**config.mk**
```make
export PLATFORM = sky130hd
export DESIGN_NAME = power_mode_wake_control
export DESIGN_NICKNAME = d
export VERILOG_FILES = /design/src/pwr_mode_pkg.sv /design/src/clk_gate_if.sv /design/src/clk_demand_gate.sv /design/src/power_mode_wake_control.sv
export VERILOG_INCLUDE_DIRS = /design/src
export SDC_FILE = /design/constraint.sdc
export NUM_CORES = 1
export LEC_CHECK = 0
export ABC_AREA = 1
export BUFFER_PORTS_ARGS = -buffer_cell sky130_fd_sc_hd__buf_2
export CAP_MARGIN = 20
export CORE_MARGIN = 1.5
export CORE_UTILIZATION = 45
export CTS_BUF_LIST = sky130_fd_sc_hd__clkbuf_16
export CTS_CLUSTER_SIZE = 10
export DETAILED_ROUTE_END_ITERATION = 7
export GPL_TIMING_DRIVEN = 0
export PLACE_DENSITY_LB_ADDON = 0.12
export SYNTH_ARGS = -nofsm -noshare
export SYNTH_HDL_FRONTEND = slang
export SYNTH_HIERARCHICAL = 1
export SYNTH_SLANG_ARGS = --single-unit
```
**constraint.sdc**
```tcl
create_clock -name i_sys_clk -period 1.8 [get_ports i_sys_clk]
set_clock_uncertainty 0.05 [all_clocks]
set_input_delay 0.45 -clock i_sys_clk [delete_from_list [all_inputs] [get_ports i_sys_clk]]
set_output_delay 0.45 -clock i_sys_clk [all_outputs]
set_load 0.1 [all_outputs]
```
**src/pwr_mode_regs.svh**
```systemverilog
/*
  Register offsets, field positions, reset values and timing counts
  for the power-mode and wake-up controller.
  Assumes a 200 MHz system clock and 8-bit byte addresses on a 32-bit data bus.
*/
`ifndef PWR_MODE_REGS_SVH
`define PWR_MODE_REGS_SVH

////////////////////////////////////////////////////////////////////////
// Register offsets
`define OFF_CTRL       8'h00
`define OFF_COD_EN     8'h04
`define OFF_RADIO      8'h08
`define OFF_THRESH     8'h0C
`define OFF_WAKE_CNT   8'h10
`define OFF_STATUS     8'h14
`define OFF_EVENT      8'h18

////////////////////////////////////////////////////////////////////////
// Field positions
`define CTRL_MON_SRC   0
`define CTRL_SLEEP     1
`define CTRL_HALT      2
`define EV_BATT        0
`define EV_RTC         1

////////////////////////////////////////////////////////////////////////
// Reset values
`define RST_COD_EN     4'h0
`define RST_RADIO      2'h0
`define RST_THRESH     8'h80
`define RST_WAKE_CNT   16'h0000

////////////////////////////////////////////////////////////////////////
// Timing
`define CLK_MHZ        200
`define PWRUP_TIME_NS  10000
`define PWRUP_CYC      ((`PWRUP_TIME_NS * `CLK_MHZ + 999) / 1000)

`endif

```
**src/pwr_mode_pkg.sv**
```systemverilog
/*
  Types shared by the power-mode controller and its clock gate.
  Assumes nothing beyond a SystemVerilog compiler.
*/
package pwr_mode_pkg;

  typedef logic [3:0]  dom_t;
  typedef logic [3:0]  per_t;
  typedef logic [7:0]  irq_t;
  typedef logic [7:0]  level_t;
  typedef logic [7:0]  addr_t;
  typedef logic [31:0] word_t;

  typedef enum logic [1:0] {
    ST_ACTIVE   = 2'b00,
    ST_SLEEP    = 2'b01,
    ST_POWER_UP = 2'b10
  } pwr_state_e;

  typedef enum logic [1:0] {
    WK_NONE  = 2'b00,
    WK_RTC   = 2'b01,
    WK_EXT   = 2'b10,
    WK_RESET = 2'b11
  } wake_cause_e;

  typedef struct packed {
    dom_t dom_en;
    per_t per_en;
  } clkg_s;

  typedef struct packed {
    pwr_state_e  st;
    logic        core_on;
    logic        mon_src;
    logic        sleep_req;
    logic        cpu_halt;
    dom_t        cod_en;
    logic [1:0]  radio;
    level_t      thresh;
    logic [15:0] wake_cnt;
    wake_cause_e cause;
    logic        on_batt;
    logic        ev_batt;
    logic        ev_rtc;
    logic        strap_ok;
    logic        strap_reg;
    logic        strap_clk;
    logic [11:0] pwr_cnt;
    word_t       rdata;
    logic        ext_en;
    logic        reg_en;
    logic        ext_sup_en;
    logic [4:0]  bank_n;
    logic        rd_n;
    logic        io_wr_n;
    logic        io_sel_n;
    logic [3:0]  ben_n;
    logic        dir;
    logic [1:0]  radio_o;
  } pwr_s;

endpackage

```
**src/clk_gate_if.sv**
```systemverilog
/*
  Signals between the power-mode controller and its clock gate.
  Assumes both ends share the system clock.
*/
interface clk_gate_if;
  import pwr_mode_pkg::*;

  dom_t cod_en;
  dom_t dom_busy;
  logic cpu_halt;
  logic core_on;
  per_t per_busy;
  dom_t dom_clk_en;
  per_t per_clk_en;

  modport ctrl (output cod_en, dom_busy, cpu_halt, core_on, per_busy,
                input  dom_clk_en, per_clk_en);
  modport gate (input  cod_en, dom_busy, cpu_halt, core_on, per_busy,
                output dom_clk_en, per_clk_en);
endinterface

```
**src/clk_demand_gate.sv**
```systemverilog
/*
  Per-domain and per-peripheral clock enables.
  Assumes domain 0 is the processor and enables feed glitch-free gates.
*/
module clk_demand_gate
  import pwr_mode_pkg::*;
(
  input  wire logic i_sys_clk,
  input  wire logic i_rst,
  input  wire logic i_pin_reset_low,
  clk_gate_if.gate  gif
);

  clkg_s q;
  clkg_s d;
  dom_t  dom_want;
  per_t  per_want;

  ////////////////////////////////////////////////////////////////////
  // Enable decisions
  assign dom_want[0] = gif.core_on & (~gif.cod_en[0] | ~gif.cpu_halt);

  for (genvar g = 1; g < 4; g++) begin : g_dom
    // Domain owns its gating only while its option is on
    assign dom_want[g] = gif.core_on & (~gif.cod_en[g] | gif.dom_busy[g]);
  end

  for (genvar p = 0; p < 4; p++) begin : g_per
    assign per_want[p] = gif.core_on & gif.per_busy[p];
  end

  always_comb begin
    d        = q;
    d.dom_en = dom_want;
    d.per_en = per_want;
  end

  always_ff @(posedge i_sys_clk or negedge i_pin_reset_low) begin
    if (!i_pin_reset_low) begin
      q <= '0;
    end else if (i_rst) begin
      q <= '0;
    end else begin
      q <= d;
    end
  end

  assign gif.dom_clk_en = q.dom_en;
  assign gif.per_clk_en = q.per_en;

endmodule // clk_demand_gate

```
**src/power_mode_wake_control.sv**
```systemverilog
/*
  Power-mode and wake-up controller: sleep entry, always-on wake logic,
  clock-on-demand enables, supply supervisor switchover and pin safe states.
  Assumes all inputs synchronous to i_sys_clk except the low-active pin reset.
*/
`include "pwr_mode_regs.svh"

// Contract
// - In active operation each peripheral clock runs only while it is busy.
// - Sleep is entered only when idle; core supply and external parts go off.
// - In sleep, RTC wake, external wake or reset restart the system.
// - Each clock sub-domain has its own clock-on-demand enable bit.
// - With clock-on-demand on, a domain's own activity gates its clock.
// - Processor may halt its clock; a peripheral interrupt restarts it.
// - Supervisor watches core or pad-ring supply, chosen by software.
// - Monitored supply below threshold moves RTC and backup memory to battery.
// - Pin reset is active low and asynchronous.
// - External-component enable output stays valid with core supply off.
// - Core off: bank selects, strobes, byte enables high; direction low.
// - Two outputs set the radio front end power mode.
// - The RTC can raise a wake request out of power-down.
module power_mode_wake_control
  import pwr_mode_pkg::*;
(
  input  wire logic                 i_sys_clk,
  input  wire logic                 i_rst,
  input  wire logic                 i_pin_reset_low,
  input  wire logic                 i_pin_wake_request,
  input  wire logic                 i_regulator_source_strap,
  input  wire logic                 i_clock_source_strap,
  input  wire logic                 i_rtc_tick,
  input  wire logic                 i_core_supply_good,
  input  wire pwr_mode_pkg::level_t i_core_level,
  input  wire pwr_mode_pkg::level_t i_pad_level,
  input  wire pwr_mode_pkg::irq_t   i_periph_irq,
  input  wire pwr_mode_pkg::dom_t   i_dom_busy,
  input  wire pwr_mode_pkg::per_t   i_per_busy,
  input  wire pwr_mode_pkg::addr_t  i_addr,
  input  wire pwr_mode_pkg::word_t  i_wdata,
  input  wire logic                 i_wr,
  input  wire logic                 i_rd,
  input  wire logic [4:0]           i_mem_bank_n,
  input  wire logic                 i_mem_read_n,
  input  wire logic                 i_mem_io_wr_n,
  input  wire logic                 i_mem_io_sel_n,
  input  wire logic [3:0]           i_mem_ben_n,
  input  wire logic                 i_mem_dir,
  output      pwr_mode_pkg::word_t  o_rdata,
  output      logic                 o_ext_en,
  output      logic                 o_core_reg_en,
  output      logic                 o_core_ext_supply_en,
  output      logic                 o_osc_select,
  output      logic                 o_core_on,
  output      logic [1:0]           o_radio_mode,
  output      logic                 o_backup_on_battery,
  output      pwr_mode_pkg::dom_t   o_dom_clk_en,
  output      pwr_mode_pkg::per_t   o_per_clk_en,
  output      logic                 o_boot_bank_select_n,
  output      logic [2:0]           o_bank_select_n,
  output      logic                 o_fifth_bank_select_n,
  output      logic                 o_mem_read_strobe_n,
  output      logic                 o_io_write_strobe_n,
  output      logic                 o_io_space_select_n,
  output      logic [3:0]           o_byte_write_strobe_n,
  output      logic                 o_data_dir
);
  import pwr_mode_pkg::*;

  // Last count of the power-up wait
  localparam logic [11:0] PWRUP_LAST = 12'(`PWRUP_CYC - 1);

  // Reset image of all state
  localparam pwr_s RST_VAL = '{
    st:         ST_POWER_UP,
    core_on:    1'b0,
    mon_src:    1'b0,
    sleep_req:  1'b0,
    cpu_halt:   1'b0,
    cod_en:     `RST_COD_EN,
    radio:      `RST_RADIO,
    thresh:     `RST_THRESH,
    wake_cnt:   `RST_WAKE_CNT,
    cause:      WK_RESET,
    on_batt:    1'b0,
    ev_batt:    1'b0,
    ev_rtc:     1'b0,
    strap_ok:   1'b0,
    strap_reg:  1'b0,
    strap_clk:  1'b0,
    pwr_cnt:    12'h000,
    rdata:      32'h0000_0000,
    ext_en:     1'b1,
    reg_en:     1'b0,
    ext_sup_en: 1'b0,
    bank_n:     5'h1F,
    rd_n:       1'b1,
    io_wr_n:    1'b1,
    io_sel_n:   1'b1,
    ben_n:      4'hF,
    dir:        1'b0,
    radio_o:    2'h0
  };

  pwr_s   q;
  pwr_s   d;
  level_t mon_level;
  logic   rtc_fire;
  logic   quiet;
  logic   core_on_d;

  clk_gate_if gif ();

  ////////////////////////////////////////////////////////////////////
  // Address decode
  function automatic logic hit(input addr_t a, input addr_t off);
    return a == off;
  endfunction

  function automatic logic is_awake(input pwr_state_e s);
    return s != ST_SLEEP;
  endfunction

  function automatic logic is_active(input pwr_state_e s);
    return s == ST_ACTIVE;
  endfunction

  ////////////////////////////////////////////////////////////////////
  // Next state
  always_comb begin
    d         = q;
    rtc_fire  = 1'b0;
    quiet     = ~|i_dom_busy & ~|i_per_busy & ~|i_periph_irq;
    mon_level = q.mon_src ? i_pad_level : i_core_level;

    ////////////////////////////////////////////////////////////////////
    // Straps caught once after reset release
    if (!q.strap_ok) begin
      d.strap_ok  = 1'b1;
      d.strap_reg = i_regulator_source_strap;
      d.strap_clk = i_clock_source_strap;
    end

    ////////////////////////////////////////////////////////////////////
    // Register writes
    if (i_wr) begin
      if (hit(i_addr, `OFF_CTRL)) begin
        d.mon_src = i_wdata[`CTRL_MON_SRC];
        if (i_wdata[`CTRL_SLEEP]) begin
          d.sleep_req = 1'b1;
        end
        if (i_wdata[`CTRL_HALT]) begin
          d.cpu_halt = 1'b1;
        end
      end
      if (hit(i_addr, `OFF_COD_EN)) begin
        d.cod_en = i_wdata[3:0];
      end
      if (hit(i_addr, `OFF_RADIO)) begin
        d.radio = i_wdata[1:0];
      end
      if (hit(i_addr, `OFF_THRESH)) begin
        d.thresh = i_wdata[7:0];
      end
      if (hit(i_addr, `OFF_WAKE_CNT)) begin
        d.wake_cnt = i_wdata[15:0];
      end
      if (hit(i_addr, `OFF_EVENT)) begin
        d.ev_batt = q.ev_batt & ~i_wdata[`EV_BATT];
        d.ev_rtc  = q.ev_rtc & ~i_wdata[`EV_RTC];
      end
    end

    ////////////////////////////////////////////////////////////////////
    // Interrupt wins over a halt written in the same cycle
    if (|i_periph_irq) begin
      d.cpu_halt = 1'b0;
    end

    ////////////////////////////////////////////////////////////////////
    // Supervisor switchover
    d.on_batt = mon_level < q.thresh;
    if (d.on_batt && !q.on_batt) begin
      d.ev_batt = 1'b1;
    end

    ////////////////////////////////////////////////////////////////////
    // Power sequencing
    unique case (q.st)
      ST_ACTIVE: begin
        d.pwr_cnt = 12'h000;
        if (q.sleep_req && quiet) begin
          d.st        = ST_SLEEP;
          d.sleep_req = 1'b0;
          d.cause     = WK_NONE;
        end
      end
      ST_SLEEP: begin
        d.sleep_req = 1'b0;
        if (i_rtc_tick && q.wake_cnt != 16'h0000) begin
          d.wake_cnt = q.wake_cnt - 16'h0001;
          rtc_fire   = q.wake_cnt == 16'h0001;
        end
        if (i_pin_wake_request) begin
          d.st    = ST_POWER_UP;
          d.cause = WK_EXT;
        end else if (rtc_fire) begin
          d.st    = ST_POWER_UP;
          d.cause = WK_RTC;
        end
        if (rtc_fire) begin
          d.ev_rtc = 1'b1;
        end
      end
      ST_POWER_UP: begin
        d.sleep_req = 1'b0;
        if (q.pwr_cnt < PWRUP_LAST) begin
          d.pwr_cnt = q.pwr_cnt + 12'h001;
        end else if (i_core_supply_good) begin
          d.st      = ST_ACTIVE;
          d.pwr_cnt = 12'h000;
        end
      end
      default: begin
        d.st = ST_POWER_UP;
      end
    endcase

    ////////////////////////////////////////////////////////////////////
    // Supply and external enables
    core_on_d    = is_active(d.st);
    d.core_on    = core_on_d;
    d.ext_en     = is_awake(d.st);
    d.reg_en     = is_awake(d.st) & d.strap_reg & d.strap_ok;
    d.ext_sup_en = is_awake(d.st) & ~d.strap_reg & d.strap_ok;

    ////////////////////////////////////////////////////////////////////
    // Memory pins rest in their safe levels without core power
    if (core_on_d) begin
      d.bank_n   = i_mem_bank_n;
      d.rd_n     = i_mem_read_n;
      d.io_wr_n  = i_mem_io_wr_n;
      d.io_sel_n = i_mem_io_sel_n;
      d.ben_n    = i_mem_ben_n;
      d.dir      = i_mem_dir;
      d.radio_o  = d.radio;
    end else begin
      d.bank_n   = 5'h1F;
      d.rd_n     = 1'b1;
      d.io_wr_n  = 1'b1;
      d.io_sel_n = 1'b1;
      d.ben_n    = 4'hF;
      d.dir      = 1'b0;
      d.radio_o  = 2'h0;
    end

    ////////////////////////////////////////////////////////////////////
    // Register reads, answered the next cycle
    d.rdata = 32'h0000_0000;
    if (i_rd) begin
      if (hit(i_addr, `OFF_CTRL)) begin
        d.rdata[`CTRL_MON_SRC] = q.mon_src;
        d.rdata[`CTRL_SLEEP]   = q.sleep_req;
        d.rdata[`CTRL_HALT]    = q.cpu_halt;
      end
      if (hit(i_addr, `OFF_COD_EN)) begin
        d.rdata[3:0] = q.cod_en;
      end
      if (hit(i_addr, `OFF_RADIO)) begin
        d.rdata[1:0] = q.radio;
      end
      if (hit(i_addr, `OFF_THRESH)) begin
        d.rdata[7:0] = q.thresh;
      end
      if (hit(i_addr, `OFF_WAKE_CNT)) begin
        d.rdata[15:0] = q.wake_cnt;
      end
      if (hit(i_addr, `OFF_STATUS)) begin
        d.rdata[1:0]  = q.st;
        d.rdata[3:2]  = q.cause;
        d.rdata[4]    = q.on_batt;
        d.rdata[5]    = q.strap_reg;
        d.rdata[6]    = q.strap_clk;
        d.rdata[7]    = q.cpu_halt;
        d.rdata[11:8] = gif.dom_clk_en;
        d.rdata[15:12] = gif.per_clk_en;
      end
      if (hit(i_addr, `OFF_EVENT)) begin
        d.rdata[`EV_BATT] = q.ev_batt;
        d.rdata[`EV_RTC]  = q.ev_rtc;
      end
    end
  end

  ////////////////////////////////////////////////////////////////////
  // State register
  always_ff @(posedge i_sys_clk or negedge i_pin_reset_low) begin
    if (!i_pin_reset_low) begin
      q <= RST_VAL;
    end else if (i_rst) begin
      q <= RST_VAL;
    end else begin
      q <= d;
    end
  end

  ////////////////////////////////////////////////////////////////////
  // Clock gating
  assign gif.cod_en   = q.cod_en;
  assign gif.dom_busy = i_dom_busy;
  assign gif.cpu_halt = q.cpu_halt;
  assign gif.core_on  = q.core_on;
  assign gif.per_busy = i_per_busy;

  clk_demand_gate u_gate (
    .i_sys_clk       (i_sys_clk),
    .i_rst           (i_rst),
    .i_pin_reset_low (i_pin_reset_low),
    .gif             (gif.gate)
  );

  ////////////////////////////////////////////////////////////////////
  // Outputs
  assign o_rdata               = q.rdata;
  assign o_ext_en              = q.ext_en;
  assign o_core_reg_en         = q.reg_en;
  assign o_core_ext_supply_en  = q.ext_sup_en;
  assign o_osc_select          = q.strap_clk;
  assign o_core_on             = q.core_on;
  assign o_radio_mode          = q.radio_o;
  assign o_backup_on_battery   = q.on_batt;
  assign o_dom_clk_en          = gif.dom_clk_en;
  assign o_per_clk_en          = gif.per_clk_en;
  assign o_boot_bank_select_n  = q.bank_n[0];
  assign o_bank_select_n       = q.bank_n[3:1];
  assign o_fifth_bank_select_n = q.bank_n[4];
  assign o_mem_read_strobe_n   = q.rd_n;
  assign o_io_write_strobe_n   = q.io_wr_n;
  assign o_io_space_select_n   = q.io_sel_n;
  assign o_byte_write_strobe_n = q.ben_n;
  assign o_data_dir            = q.dir;

endmodule // power_mode_wake_control

```
-- Word level (Yosys, flattened, before mapping)
Cells that the tools add are included.
- output and inout bits: 61
- word-level logic and storage cells: 155
- bits of input ports: 95
- flip-flop bits (word level): 114
- bitwise logic cells: 28
- mux-type cells: 46
- add/sub/neg operators: 2
- equality and inequality tests: 14
- $lt $le $gt $ge: 2
- reductions and logical operators: 33
- operator list (kind ; number):
    106-bit two-way mux ; 1
    16-bit two-way mux ; 6
    33-bit two-way mux ; 1
    8-bit two-way mux ; 4
    2-bit two-way mux ; 14
    8-bit by 5-bit equality test with 1-bit output, second input constant ; 3
    12-bit two-way mux ; 2
    12-bit one-hot mux with 2 select lines ; 1
    3-bit nonzero test ; 7
    16-bit by 1-bit equality test with 1-bit output, second input constant ; 1
    8-bit by 4-bit equality test with 1-bit output, second input constant ; 2
    16-bit nonzero test ; 1
    16-bit by 1-bit subtractor with 16-bit output, second input constant ; 1
    15-bit two-way mux ; 1
    1-bit AND ; 14
    12-bit by 1-bit adder with 12-bit output, second input constant ; 1
    12-bit by 11-bit < comparator with 1-bit output, second input constant ; 1
    2-bit AND reduction ; 5
    1-bit two-way mux ; 9
    8-bit by 3-bit equality test with 1-bit output, second input constant ; 1
    8-bit zero test ; 1
    8-bit < comparator ; 1
    4-bit two-way mux ; 2
    1-bit NOT ; 8
    21 further kinds ; 37

-- Logic depth before layout (Yosys ltp)
Gate-level depths: netlist of the first run.
- depth in word-level cells: 11
- depth in mapped cells: 13

-- Cells and area by module
The synthesis of the first run kept the hierarchy.
- modules (own cells, without submodules) (module ; area each (um^2) ; cells an instance ; times used ; sequential area each (um^2)):
    power_mode_wake_control ; 5306.3 ; 699 ; 1 ; 2273.4
    clk_demand_gate ; 285.3 ; 30 ; 1 ; 200.2

-- Worst setup path after synthesis of the first run
OpenSTA, ideal clock, no wires.
- path type: reg2reg
- start point: register q[102] (netlist name)
- end point: register q[66] (netlist name)
- required time: 1633 ps
- slack: 119 ps
- stages on the path, launching flop included: 11
- period minus slack after synthesis: 1681 ps
- data arrival time: 1514 ps
- path buffers: 1
- library setup time: 117 ps
- path through: dfrtp_1 buf_2 clkinv_1 nand2_1 nand2_1 ha_1 a21oi_1 o21a_1 nand4_1 nand2_1 nand2_1
- longest elaborated chain between the ends: 5
- elaborated cells on any way between the ends: 8
- ends and longest elaborated chain (element ; line ; RTL):
    start, declared ; power_mode_wake_control.sv:104 ; pwr_s q;
    start signal, assigned ; power_mode_wake_control.sv:298 ; q <= RST_VAL;
    start signal, assigned ; power_mode_wake_control.sv:300 ; q <= RST_VAL;
    start signal, assigned ; power_mode_wake_control.sv:302 ; q <= d;
    8-bit two-way mux * ; power_mode_wake_control.sv:133 ; mon_level = q.mon_src ? i_pad_level : i_core_level;
    8-bit < comparator * ; power_mode_wake_control.sv:181 ; d.on_batt = mon_level < q.thresh;
    1-bit logical AND * ; power_mode_wake_control.sv:182 ; if (d.on_batt && !q.on_batt) begin
    3-bit nonzero test (no line) or 1-bit two-way mux (tied branches) ; n/a ;
    2-bit AND reduction (no line) or 106-bit two-way mux (tied branches) ; n/a ;
Mark *: on every way between the ends. The rest lies on a longest branch, timed or not.
A chain may end at the register's enable or synchronous reset.

-- Worst setup path after layout of the first run
- start point: register q, in the netlist o_bank_select_n[0]
- end point: output o_bank_select_n[0]
- RTL lines (element ; line ; RTL):
    end, declared ; power_mode_wake_control.sv:59 ; output logic [2:0] o_bank_select_n,
No word-level cell between the ends.

==> results.sh, run 1 <==
export IMPL_max_vdd_ir_drop_mv=0.600
export IMPL_place_hpwl_mm=11.1
export IMPL_drc=0
export IMPL_rows=40
export IMPL_hold_path_class="in -> async"
export IMPL_final_cell_count_no_fill=1068
export IMPL_die_w_um=114
export IMPL_ys_ff_latch=98
export IMPL_hold_viol_final=0
export IMPL_crit_fanout=1
export IMPL_yosysSeqAreaShare_pct=44.2
export IMPL_synth_warnings=6
export IMPL_max_stage_delay_ps=520
export IMPL_syn_area_sq_um=5590
export IMPL_numCtsBuffers=9
export IMPL_synth_ff_type="dfrtp_1"
export IMPL_path_buf_inv=2
export IMPL_io_buffers=123
export IMPL_p_clk_share_pct=39.6
export IMPL_antenna_found_initial=1
export IMPL_nets=1000
export IMPL_p_leak_nw=3.74
export IMPL_critPathRequiredTime_ps=1300
export IMPL_critPathKind="reg -> out"
export IMPL_htree_levels=3
export IMPL_clkLatencyLatePin_ps=350
export IMPL_viasPerCell=4.77
export IMPL_overflow=0
export IMPL_relSlewSlack_pct=64.2
export IMPL_netlist_instances=729
export IMPL_synth_top_area_cell="dfrtp_1"
export IMPL_synthArstFlopShare_pct=100
export IMPL_grt_max_degree=60
export IMPL_grt_pass1_vias=4859
export IMPL_finalWirelength_mm=14.8
export IMPL_seqPwrFrac_pct=46.9
export IMPL_p_int_mw=3.54
export IMPL_grt_pass1_wl_mm=23.5
export IMPL_report_final_setup_viol=0
export IMPL_antenna_left=0
export IMPL_finalCritPeriodShare_pct=96.7
export IMPL_cts_tree="done"
export IMPL_finalPower_mw=4.87
export IMPL_cts_root_buf="clkbuf_16"
export IMPL_area_growth_synth_to_final_pct=27.1
export IMPL_p_sw_share_pct=27.4
export IMPL_drv_slew=0
export IMPL_fin_crit_ps=1740
export IMPL_gp_congestion=0.874
export IMPL_numPlacedInstances=1036
export IMPL_die_area_sq_um=13100
export IMPL_dr_total_vias=5093
export IMPL_crit_chain="buf_4, buf_4"
export IMPL_num_fill_cells=1145
export IMPL_drt_initial_drc_count=335
export IMPL_tightest_slew_ps=537
export IMPL_clockBufferDepth=2
export IMPL_status="complete, no violations"
export IMPL_synthDominantCellAreaShare_pct=36.2
export IMPL_arrival_ps=1240
export IMPL_wl_per_cell_um=13.8
export IMPL_fp_coreArea_sq_um=12100
export IMPL_antenna_cells=0
export IMPL_crit_path_start_kind="register"
export IMPL_cap_violations=0
export IMPL_clk_pin_slew_ps=70
export IMPL_fmax_mhz=575
export IMPL_cpMaxStageDelayCell="dfstp_2"
export IMPL_syn_area_per_cell_sq_um=7.67
export IMPL_initial_utilization_pct=46.4
export IMPL_power_density_nw_per_um2=685
export IMPL_grtUsageTotal_pct=23.3
export IMPL_first_pass_iters=4
export IMPL_die_h_um=114
export IMPL_synth_area_top_cells="dfrtp_1 36%, nand2_1 12%, dfstp_2 8.0%"
export IMPL_drive_above_1_share_pct=31.6
export IMPL_worst_setup_path_end_kind="output pin"
export IMPL_p_switching_mw=1.34
export IMPL_synth_distinct_cells=40
export IMPL_ios=156
export IMPL_synth_edff_count=0
export IMPL_critical_path_most_common_cell="buf_4"
export IMPL_clkSinkCount=98
export IMPL_path_delay_family="flip-flops"
export IMPL_combPwrFrac_pct=13.5
## synth_stat cells, drive strengths merged, types with 3 or more instances
cell type and instances:
a21oi 36, buf 54, clkbuf 3, dfrtp 81
dfstp 17, ha 10, inv 94, nand2 186
nand3 34, nand4 9, nor2 106, nor3 7
o21ai 49, o22ai 11, xnor2 4, xor2 14
## worst paths after layout
path / start / endpoint / slack (ps) / cells past startpoint
max: o_bank_select_n[0] / o_bank_select_n[0] / 60 / 2
min: i_pin_reset_low / q[88] / 20 / 1
max reg2reg: q[70] / o_fifth_bank_select_n / 80 / 10
min reg2reg: q[64] / o_osc_select / 440 / 1
max in group asynchronous: i_pin_reset_low / o_fifth_bank_select_n / 960 / 2
min in group i_sys_clk: i_mem_read_n / o_mem_read_strobe_n / 220 / 3
## area by class of cell
class                      count  area [sq um]  share of cell area, %
inverter                      96           370                   5.21
tap                          168           210                   2.96
buffer                        57           427                   6.00
timing repair buffer         140           821                   11.5
multi-input combinational    493          2500                   35.2
clock buffer                   9           225                   3.17
sequential                    98          2480                   34.9
clock inverter                 7          70.1                  0.986
## cell usage in the layout (no fill, tap or decap), types with 7 or more instances in the layout
| cell type | synthesis | final |
|---|---|---|
| nor2_1 | 96 | 93 |
| dfstp_2 | 17 | 17 |
| inv_1 | 89 | 88 |
| xor2_1 | 14 | 14 |
| dfrtp_1 | 81 | 74 |
| dfrtp_2 | 0 | 7 |
| ha_1 | 10 | 7 |
| o22ai_1 | 11 | 11 |
| nand3_1 | 31 | 30 |
| buf_6 | 4 | 8 |
| o21ai_1 | 7 | 8 |
| conb_1 | 1 | 16 |
| nand2_2 | 6 | 8 |
| o21ai_0 | 41 | 40 |
| nand4_1 | 9 | 9 |
| a21oi_1 | 35 | 32 |
| nand2_1 | 179 | 174 |
| nor2_4 | 5 | 9 |
| buf_4 | 43 | 65 |
| clkbuf_16 | 0 | 9 |
| buf_2 | 7 | 114 |
## registers in the layout, indices dropped and copies added, names as in the netlist, 2 cells and up
signal / count
o_rdata: 16
q: 48
o_radio_mode: 2
o_bank_select_n: 3
u_gate/gif.dom_clk_en: 4
o_byte_write_strobe_n: 4
gif.cod_en: 4
u_gate/gif.per_clk_en: 4
## worst register-to-register path, delay by kind of cell (launching register included)
kind / cells / cell delay (ps)
fa+ha+maj: 1 / 200
buf+inv: 2 / 270
flops: 1 / 410
simple gates: 7 / 720
## cells by family after synthesis
logic type,count (synthesis),share of synthesized area (%)
AOI/OAI and AO/OA,103,10.2
xor gates and xnor gates,18,2.82
adders and majority gates,10,2.24
buffers and inverters,153,13.9
DFF,98,44.2
other,1,0.0671
and+or+nand+nor,346,26.6
## per-stage QoR
step	hold slack, ps	setup TNS [ps]	cell area [sq um]	setup WS, ps	utilization (%)
after floorplan	104	0	5650	119	-
after global placement	416	-69190	6470	-752	53.7
after detailed placement	421	-5920	6500	-273	53.9
after CTS	38.2	0	6880	1.47	57.0
after global routing	65.0	-129	7110	-25.7	58.9
final	19.3	0	7110	59.9	58.9
## per-layer routing
layer | global-route usage, % | vias to the layer above | share of wire (%)
met2 | 38.9 | 145 | 48
met1 | 29.9 | 2358 | 45
met5 | 0 | - | 0.081
met4 | 5.67 | 2 | 1.4
met3 | 6.51 | 18 | 6.1
li1 | - | 2570 | -
## power groups by stage
stage / sequential (mW) / clock (mW) / combinational (mW)
2_1_floorplan: 2.36 / 0 / 0.355
3_3_place_gp: 2.33 / 0 / 0.591
3_5_place_dp: 2.33 / 0 / 0.617
5_1_grt: 2.29 / 2.07 / 0.725
4_1_cts: 2.29 / 1.96 / 0.617
6_report: 2.29 / 1.93 / 0.657
## timing repair
| action | CTS | global route |
|---|---|---|
| hold buffers | 0 | 0 |
| pin swaps | 0 | 8 |
| cloned | 0 | 1 |
| resized for setup | 14 | 49 |
| endpoints found under the setup margin | 42 | 52 |
| setup buffers | 4 | 11 |
Power figures use the tool's default switching activity.
==> inputs of run 2 (changes only) <==
--- a/config.mk
+++ b/config.mk
@@ -16,6 +16,7 @@
 export DETAILED_ROUTE_END_ITERATION = 7
 export GPL_TIMING_DRIVEN = 0
 export PLACE_DENSITY_LB_ADDON = 0.12
+export REMOVE_ABC_BUFFERS = 1
 export SYNTH_ARGS = -nofsm -noshare
 export SYNTH_HDL_FRONTEND = slang
 export SYNTH_HIERARCHICAL = 1
==> run 2 against run 1 <==
Effect of this change: worst hold slack gained 200 ps; critical path type unchanged; critical path depth fell by 1; global-route usage is 1.3 points lower; via count is 0.94% lower; setup slack lost 42 ps; routed wire length fell by 4.5%; cell count down 4.3%; utilization down 2.5 points; total power shrank 1.2%; non-clock buffer count fell by 47.
==> results.sh, run 2 (synthesized netlist as in run 1, its figures left out) <==
export IMPL_htree_levels=3
export IMPL_cts_tree="done"
export IMPL_max_stage_delay_ps=520
export IMPL_die_w_um=114
export IMPL_final_cell_area_sq_um=6810
export IMPL_met2WireLength_mm=6.95
export IMPL_power_density_nw_per_um2=707
export IMPL_grt_max_degree=72
export IMPL_drv_slew=0
export IMPL_hold_path_class="in -> reg"
export IMPL_post_dp_cell_area_sq_um=6110
export IMPL_crit_path_start_kind="register"
export IMPL_wl_per_cell_um=13.8
export IMPL_grt_pass1_wl_mm=22.5
export IMPL_drive_above_1_share_pct=28.1
export IMPL_clk_pin_slew_ps=70
export IMPL_topRoutingLayerUsed="met4"
export IMPL_crit_chain="buf_2"
export IMPL_wirelength_met1_mm=6.08
export IMPL_crit_cells=1
export IMPL_antenna_left=0
export IMPL_mostFrequentLayoutCells="174 x nand2_1, 114 x buf_2, 91 x nor2_1"
export IMPL_die_h_um=114
export IMPL_clkSinkCount=98
export IMPL_cap_violations=0
export IMPL_relSlewSlack_pct=67.0
export IMPL_hold_depth=3
export IMPL_report_final_setup_viol=0
export IMPL_numPlacedInstances=980
export IMPL_met3_length_um=778
export IMPL_largest_reg_flops=48
export IMPL_arrival_ps=1280
export IMPL_place_hpwl_mm=10.0
export IMPL_fin_ws_ps=18.1
export IMPL_tightest_slew_ps=490
export IMPL_cpMaxStageDelayCell="dfstp_2"
export IMPL_rows=40
export IMPL_antenna_cells=0
export IMPL_initial_utilization_pct=46.4
export IMPL_drt_initial_drc_count=344
export IMPL_max_vdd_ir_drop_mv=0.384
export IMPL_fmax_mhz=561
export IMPL_clkLatencyLatePin_ps=350
export IMPL_p_leak_nw=3.51
export IMPL_whs_ps=223
export IMPL_grt_pass1_vias=4882
export IMPL_status="complete, no violations"
export IMPL_regMostFlops="q"
export IMPL_grtUsageTotal_pct=22.0
export IMPL_numCtsBuffers=9
export IMPL_reg2reg_depth=10
export IMPL_clockBufferDepth=2
export IMPL_ios=156
export IMPL_final_cell_count_no_fill=1022
export IMPL_nets=954
export IMPL_crit_fanout=1
export IMPL_overflow=0
export IMPL_viasPerCell=4.94
export IMPL_setup_tns_ps=0
export IMPL_drc=0
export IMPL_antenna_found_initial=0
export IMPL_io_buffers=123
export IMPL_die_area_sq_um=13100
export IMPL_cts_root_buf="clkbuf_16"
export IMPL_final_seq_area_sq_um=2480
export IMPL_dp_slack_ps=-684
export IMPL_path_buf_inv=1
export IMPL_rsz0062_at_grt="true"
export IMPL_dr_total_vias=5045
export IMPL_finalWirelength_mm=14.1
export IMPL_multi_input_area_sq_um=2530
export IMPL_gp_congestion=0.843
export IMPL_num_fill_cells=1155
export IMPL_critPathKind="reg -> out"
export IMPL_fp_coreArea_sq_um=12100
export IMPL_first_pass_iters=5
export IMPL_finalCritPeriodShare_pct=99.0
export IMPL_hold_viol_final=0
export IMPL_critPathRequiredTime_ps=1300
export IMPL_worst_setup_path_end_kind="output pin"
export IMPL_path_delay_family="flip-flops"
export IMPL_mostFrequentLayoutCell="nand2_1"
export IMPL_fin_crit_ps=1780
export IMPL_area_growth_synth_to_final_pct=21.8
==> run 2: changes by cell type in the layout (fill, tap and decap cells not counted), sizes merged <==
cell	change
buf	-49
inv	-2
clkinvlp	+1
clkinv	+1
clkbuf	+1
nand2	+1
dlygate4sd3	+1
==> run 2: repair_timing <==
item | 4_1_cts | 5_1_grt
cloned | 0 | 2
buffers inserted | 5 | 18
pin swaps | 3 | 13
hold buffers | 1 | 0
endpoints found under the hold margin | 27 | 0
resized for setup | 9 | 47
endpoints found under the setup margin | 53 | 53
==> run 2: worst register-to-register path, cell delays in order, from the launching register on <==
cell       delay [ps]
dfrtp_1           400
inv_2              90
ha_4              150
nand2_4            70
nor2_4            190
a21boi_4          120
nand3_4           140
nand3_4           110
nor2_4            170
clkbuf_16         170
nand2_1            50
==> run 2: layout make-up <==
| cell class | instances | area share, % |
|---|---|---|
| Timing Repair Buffer | 150 | 13.5 |
| Multi-Input combinational cell | 494 | 37.1 |
| Clock buffer | 9 | 3.31 |
| Sequential cell | 98 | 36.5 |
| Clock inverter | 7 | 1.01 |
| Inverter | 96 | 5.53 |
| Tap cell | 168 | 3.09 |
==> run 2: final timing paths <==
kind                                               start                  endpoint  slack, ps
worst max-delay path            o_byte_write_strobe_n[1]  o_byte_write_strobe_n[1]         20
worst min-delay path                      i_mem_ben_n[1]  o_byte_write_strobe_n[1]        220
worst max register to register                     q[71]       o_io_write_strobe_n         30
worst min register to register                     q[68]                     q[68]        440
max in group asynchronous                i_pin_reset_low     o_fifth_bank_select_n        470
min in group asynchronous                i_pin_reset_low                o_rdata[7]        520
==> run 2: where the power goes <==
group | leakage, nW | internal, mW | total [mW] | switching [mW]
Sequential | 1.29 | 2.25 | 2.29 | 0.0402
Combinational | 2.08 | 0.163 | 0.590 | 0.427
Clock | 0.143 | 1.08 | 1.93 | 0.860
Total | 3.51 | 3.49 | 4.81 | 1.33
==> run 2: metrics by stage <==
step	power, mW	util, %
after global routing	5.02	56.5
final	4.81	56.5
after detailed placement	2.91	50.7
after floorplan	2.69	-
after CTS	4.85	53.8
after global placement	2.88	50.2
==> run 2: metal layers <==
| metal | GRT usage, % | vias up |
|---|---|---|
| li1 | - | 2483 |
| met1 | 26.8 | 2385 |
| met2 | 37.5 | 156 |
| met3 | 4.87 | 21 |
| met4 | 9.58 | 0 |
| met5 | 0 | - |
==> inputs of run 3 (changes only) <==
--- a/config.mk
+++ b/config.mk
@@ -14,9 +14,10 @@
 export CTS_BUF_LIST = sky130_fd_sc_hd__clkbuf_16
 export CTS_CLUSTER_SIZE = 10
 export DETAILED_ROUTE_END_ITERATION = 7
-export GPL_TIMING_DRIVEN = 0
+export GPL_TIMING_DRIVEN = 1
 export PLACE_DENSITY_LB_ADDON = 0.12
 export REMOVE_ABC_BUFFERS = 1
+export SKIP_CTS_REPAIR_TIMING = 1
 export SYNTH_ARGS = -nofsm -noshare
 export SYNTH_HDL_FRONTEND = slang
 export SYNTH_HIERARCHICAL = 1
==> run 3 against run 2 <==
Effect of this change: utilization increased by 1.5 points; maximum frequency increased by 0.41%; largest power group unchanged; flip-flop and latch count unchanged; global-route usage increased by 1.7 points; non-clock buffer count increased by 41; largest cell class is now registers; sequential share of layout area decreased by 1.1 points; clock power decreased by 6%; critical path type unchanged; clock-buffer cell count increased by 1; cell count increased by 3.9%; first-iteration DRC count decreased by 16%; register-to-register slack improved by 60 ps.
==> results.sh, run 3 (synthesized netlist as in run 1, its figures left out) <==
export IMPL_worst_setup_path_end_kind="output pin"
export IMPL_relSlewSlack_pct=64.8
export IMPL_clockBufferDepth=2
export IMPL_report_final_setup_viol=0
export IMPL_max_vdd_ir_drop_mv=0.545
export IMPL_p_leak_nw=3.70
export IMPL_mostFrequentLayoutCell="nand2_1"
export IMPL_mostFrequentLayoutCells="177 x nand2_1, 109 x buf_2, 95 x nor2_1"
export IMPL_place_hpwl_mm=10.9
export IMPL_regMostFlops="q"
export IMPL_tightest_slew_ps=528
export IMPL_setup_tns_ps=0
export IMPL_rsz0062_at_grt="true"
export IMPL_post_route_util_pct=58.0
export IMPL_clkSinkCount=98
export IMPL_hold_viol_final=0
export IMPL_num_fill_cells=1157
export IMPL_nets=994
export IMPL_clk_pin_slew_ps=60
export IMPL_die_w_um=114
export IMPL_drc=0
export IMPL_largest_reg_flops=48
export IMPL_area_growth_synth_to_final_pct=25.1
export IMPL_rows=40
export IMPL_finalPower_mw=4.73
export IMPL_path_delay_family="flip-flops"
export IMPL_die_h_um=114
export IMPL_antenna_left=0
export IMPL_io_buffers=123
export IMPL_critPathRequiredTime_ps=1300
export IMPL_drt_initial_drc_count=289
export IMPL_p_clk_share_pct=38.2
export IMPL_hold_path_class="in -> async"
export IMPL_r2r_slack_ps=90
export IMPL_grt_max_degree=99
export IMPL_wl_per_cell_um=13.5
export IMPL_finalWirelength_mm=14.3
export IMPL_critPathKind="reg -> out"
export IMPL_antenna_cells=0
export IMPL_path_buf_inv=1
export IMPL_fmax_mhz=563
export IMPL_r2r_start="q[71]"
export IMPL_p_int_mw=3.45
export IMPL_drv_slew=0
export IMPL_numCtsBuffers=9
export IMPL_crit_path_start_kind="register"
export IMPL_cts_root_buf="clkbuf_16"
export IMPL_fp_coreArea_sq_um=12100
export IMPL_combPwrFrac_pct=13.6
export IMPL_p_sw_share_pct=27.1
export IMPL_arrival_ps=1270
export IMPL_first_pass_iters=5
export IMPL_crit_chain="buf_2"
export IMPL_p_switching_mw=1.28
export IMPL_grt_pass1_vias=5089
export IMPL_fin_crit_ps=1770
export IMPL_clkLatencyLatePin_ps=350
export IMPL_cpMaxStageDelayCell="dfstp_2"
export IMPL_gp_congestion=0.881
export IMPL_power_density_nw_per_um2=676
export IMPL_drive_above_1_share_pct=28.9
export IMPL_timing_rr_end="o_fifth_bank_select_n"
export IMPL_fin_ws_ps=25.3
export IMPL_reg2reg_depth=11
export IMPL_crit_fanout=1
export IMPL_die_area_sq_um=13100
export IMPL_viasPerCell=4.81
export IMPL_cts_tree="done"
export IMPL_grtUsageTotal_pct=23.7
export IMPL_crit_cells=1
export IMPL_cap_violations=0
export IMPL_antenna_found_initial=0
export IMPL_seqPwrFrac_pct=48.2
export IMPL_dr_total_vias=5103
export IMPL_htree_levels=3
export IMPL_dp_slack_ps=-228
export IMPL_finalCritPeriodShare_pct=98.6
export IMPL_grt_pass1_wl_mm=23.9
export IMPL_initial_utilization_pct=46.4
export IMPL_overflow=0
export IMPL_ios=156
export IMPL_status="complete, no violations"
export IMPL_max_stage_delay_ps=510
==> run 3: worst register-to-register path, stage by stage, from the launching register on <==
cell	delay [ps]
dfrtp_1	350
inv_1	70
ha_1	200
nand2_2	110
nor2_4	60
inv_1	60
nand4_1	170
nand2_1	160
nand2_2	90
nor2_4	130
buf_12	140
nand2_1	60
==> run 3: power by group through the flow <==
stage          logic, mW  clock network [mW]  registers (mW)
3_5_place_dp       0.639                   0            2.32
2_1_floorplan      0.319                   0            2.37
3_3_place_gp       0.626                   0            2.32
5_1_grt            0.711                1.95            2.28
4_1_cts            0.641                1.85            2.28
6_report           0.642                1.81            2.28
==> run 3: worst max-delay path by stage <==
stage / from / end / slack, ps
after floorplan: i_rst / o_rdata[3] / -50
after global placement: q[50] / q[50] / -140
after detailed placement: q[50] / q[52] / -230
after CTS: q[50] / q[52] / -240
after global routing: q[50] / q[51] / -30
final: o_mem_read_strobe_n / o_mem_read_strobe_n / 30
==> run 3: stage by stage <==
| step | instance area (sq um) | cells | hold WS, ps |
|---|---|---|---|
| final | 7000 | 1062 | 82.7 |
| after global routing | 7000 | 1062 | 110 |
| after CTS | 6890 | 1060 | 119 |
| after detailed placement | 6620 | 1044 | 424 |
| after global placement | 6620 | 1044 | 412 |
| after floorplan | 5230 | 687 | 104 |
==> run 3: metal layers <==
| metal | routed length (um) | part of all wire (%) | GRT usage, % |
|---|---|---|---|
| met4 | 199 | 1.4 | 7.58 |
| met2 | 7130 | 50 | 40.6 |
| met3 | 794 | 5.6 | 5.08 |
| met5 | 0 | 0 | 0 |
| met1 | 6160 | 43 | 29.8 |
==> run 3: area by class of cell <==
class	count	area [sq um]	share of cell area (%)
Sequential cell	98	2470	35.4
Multi-Input combinational cell	493	2450	35.0
Timing Repair Buffer	191	1220	17.5
Inverter	96	367	5.24
Clock buffer	10	250	3.58
Tap cell	168	210	3.00
Clock inverter	6	23.8	0.340
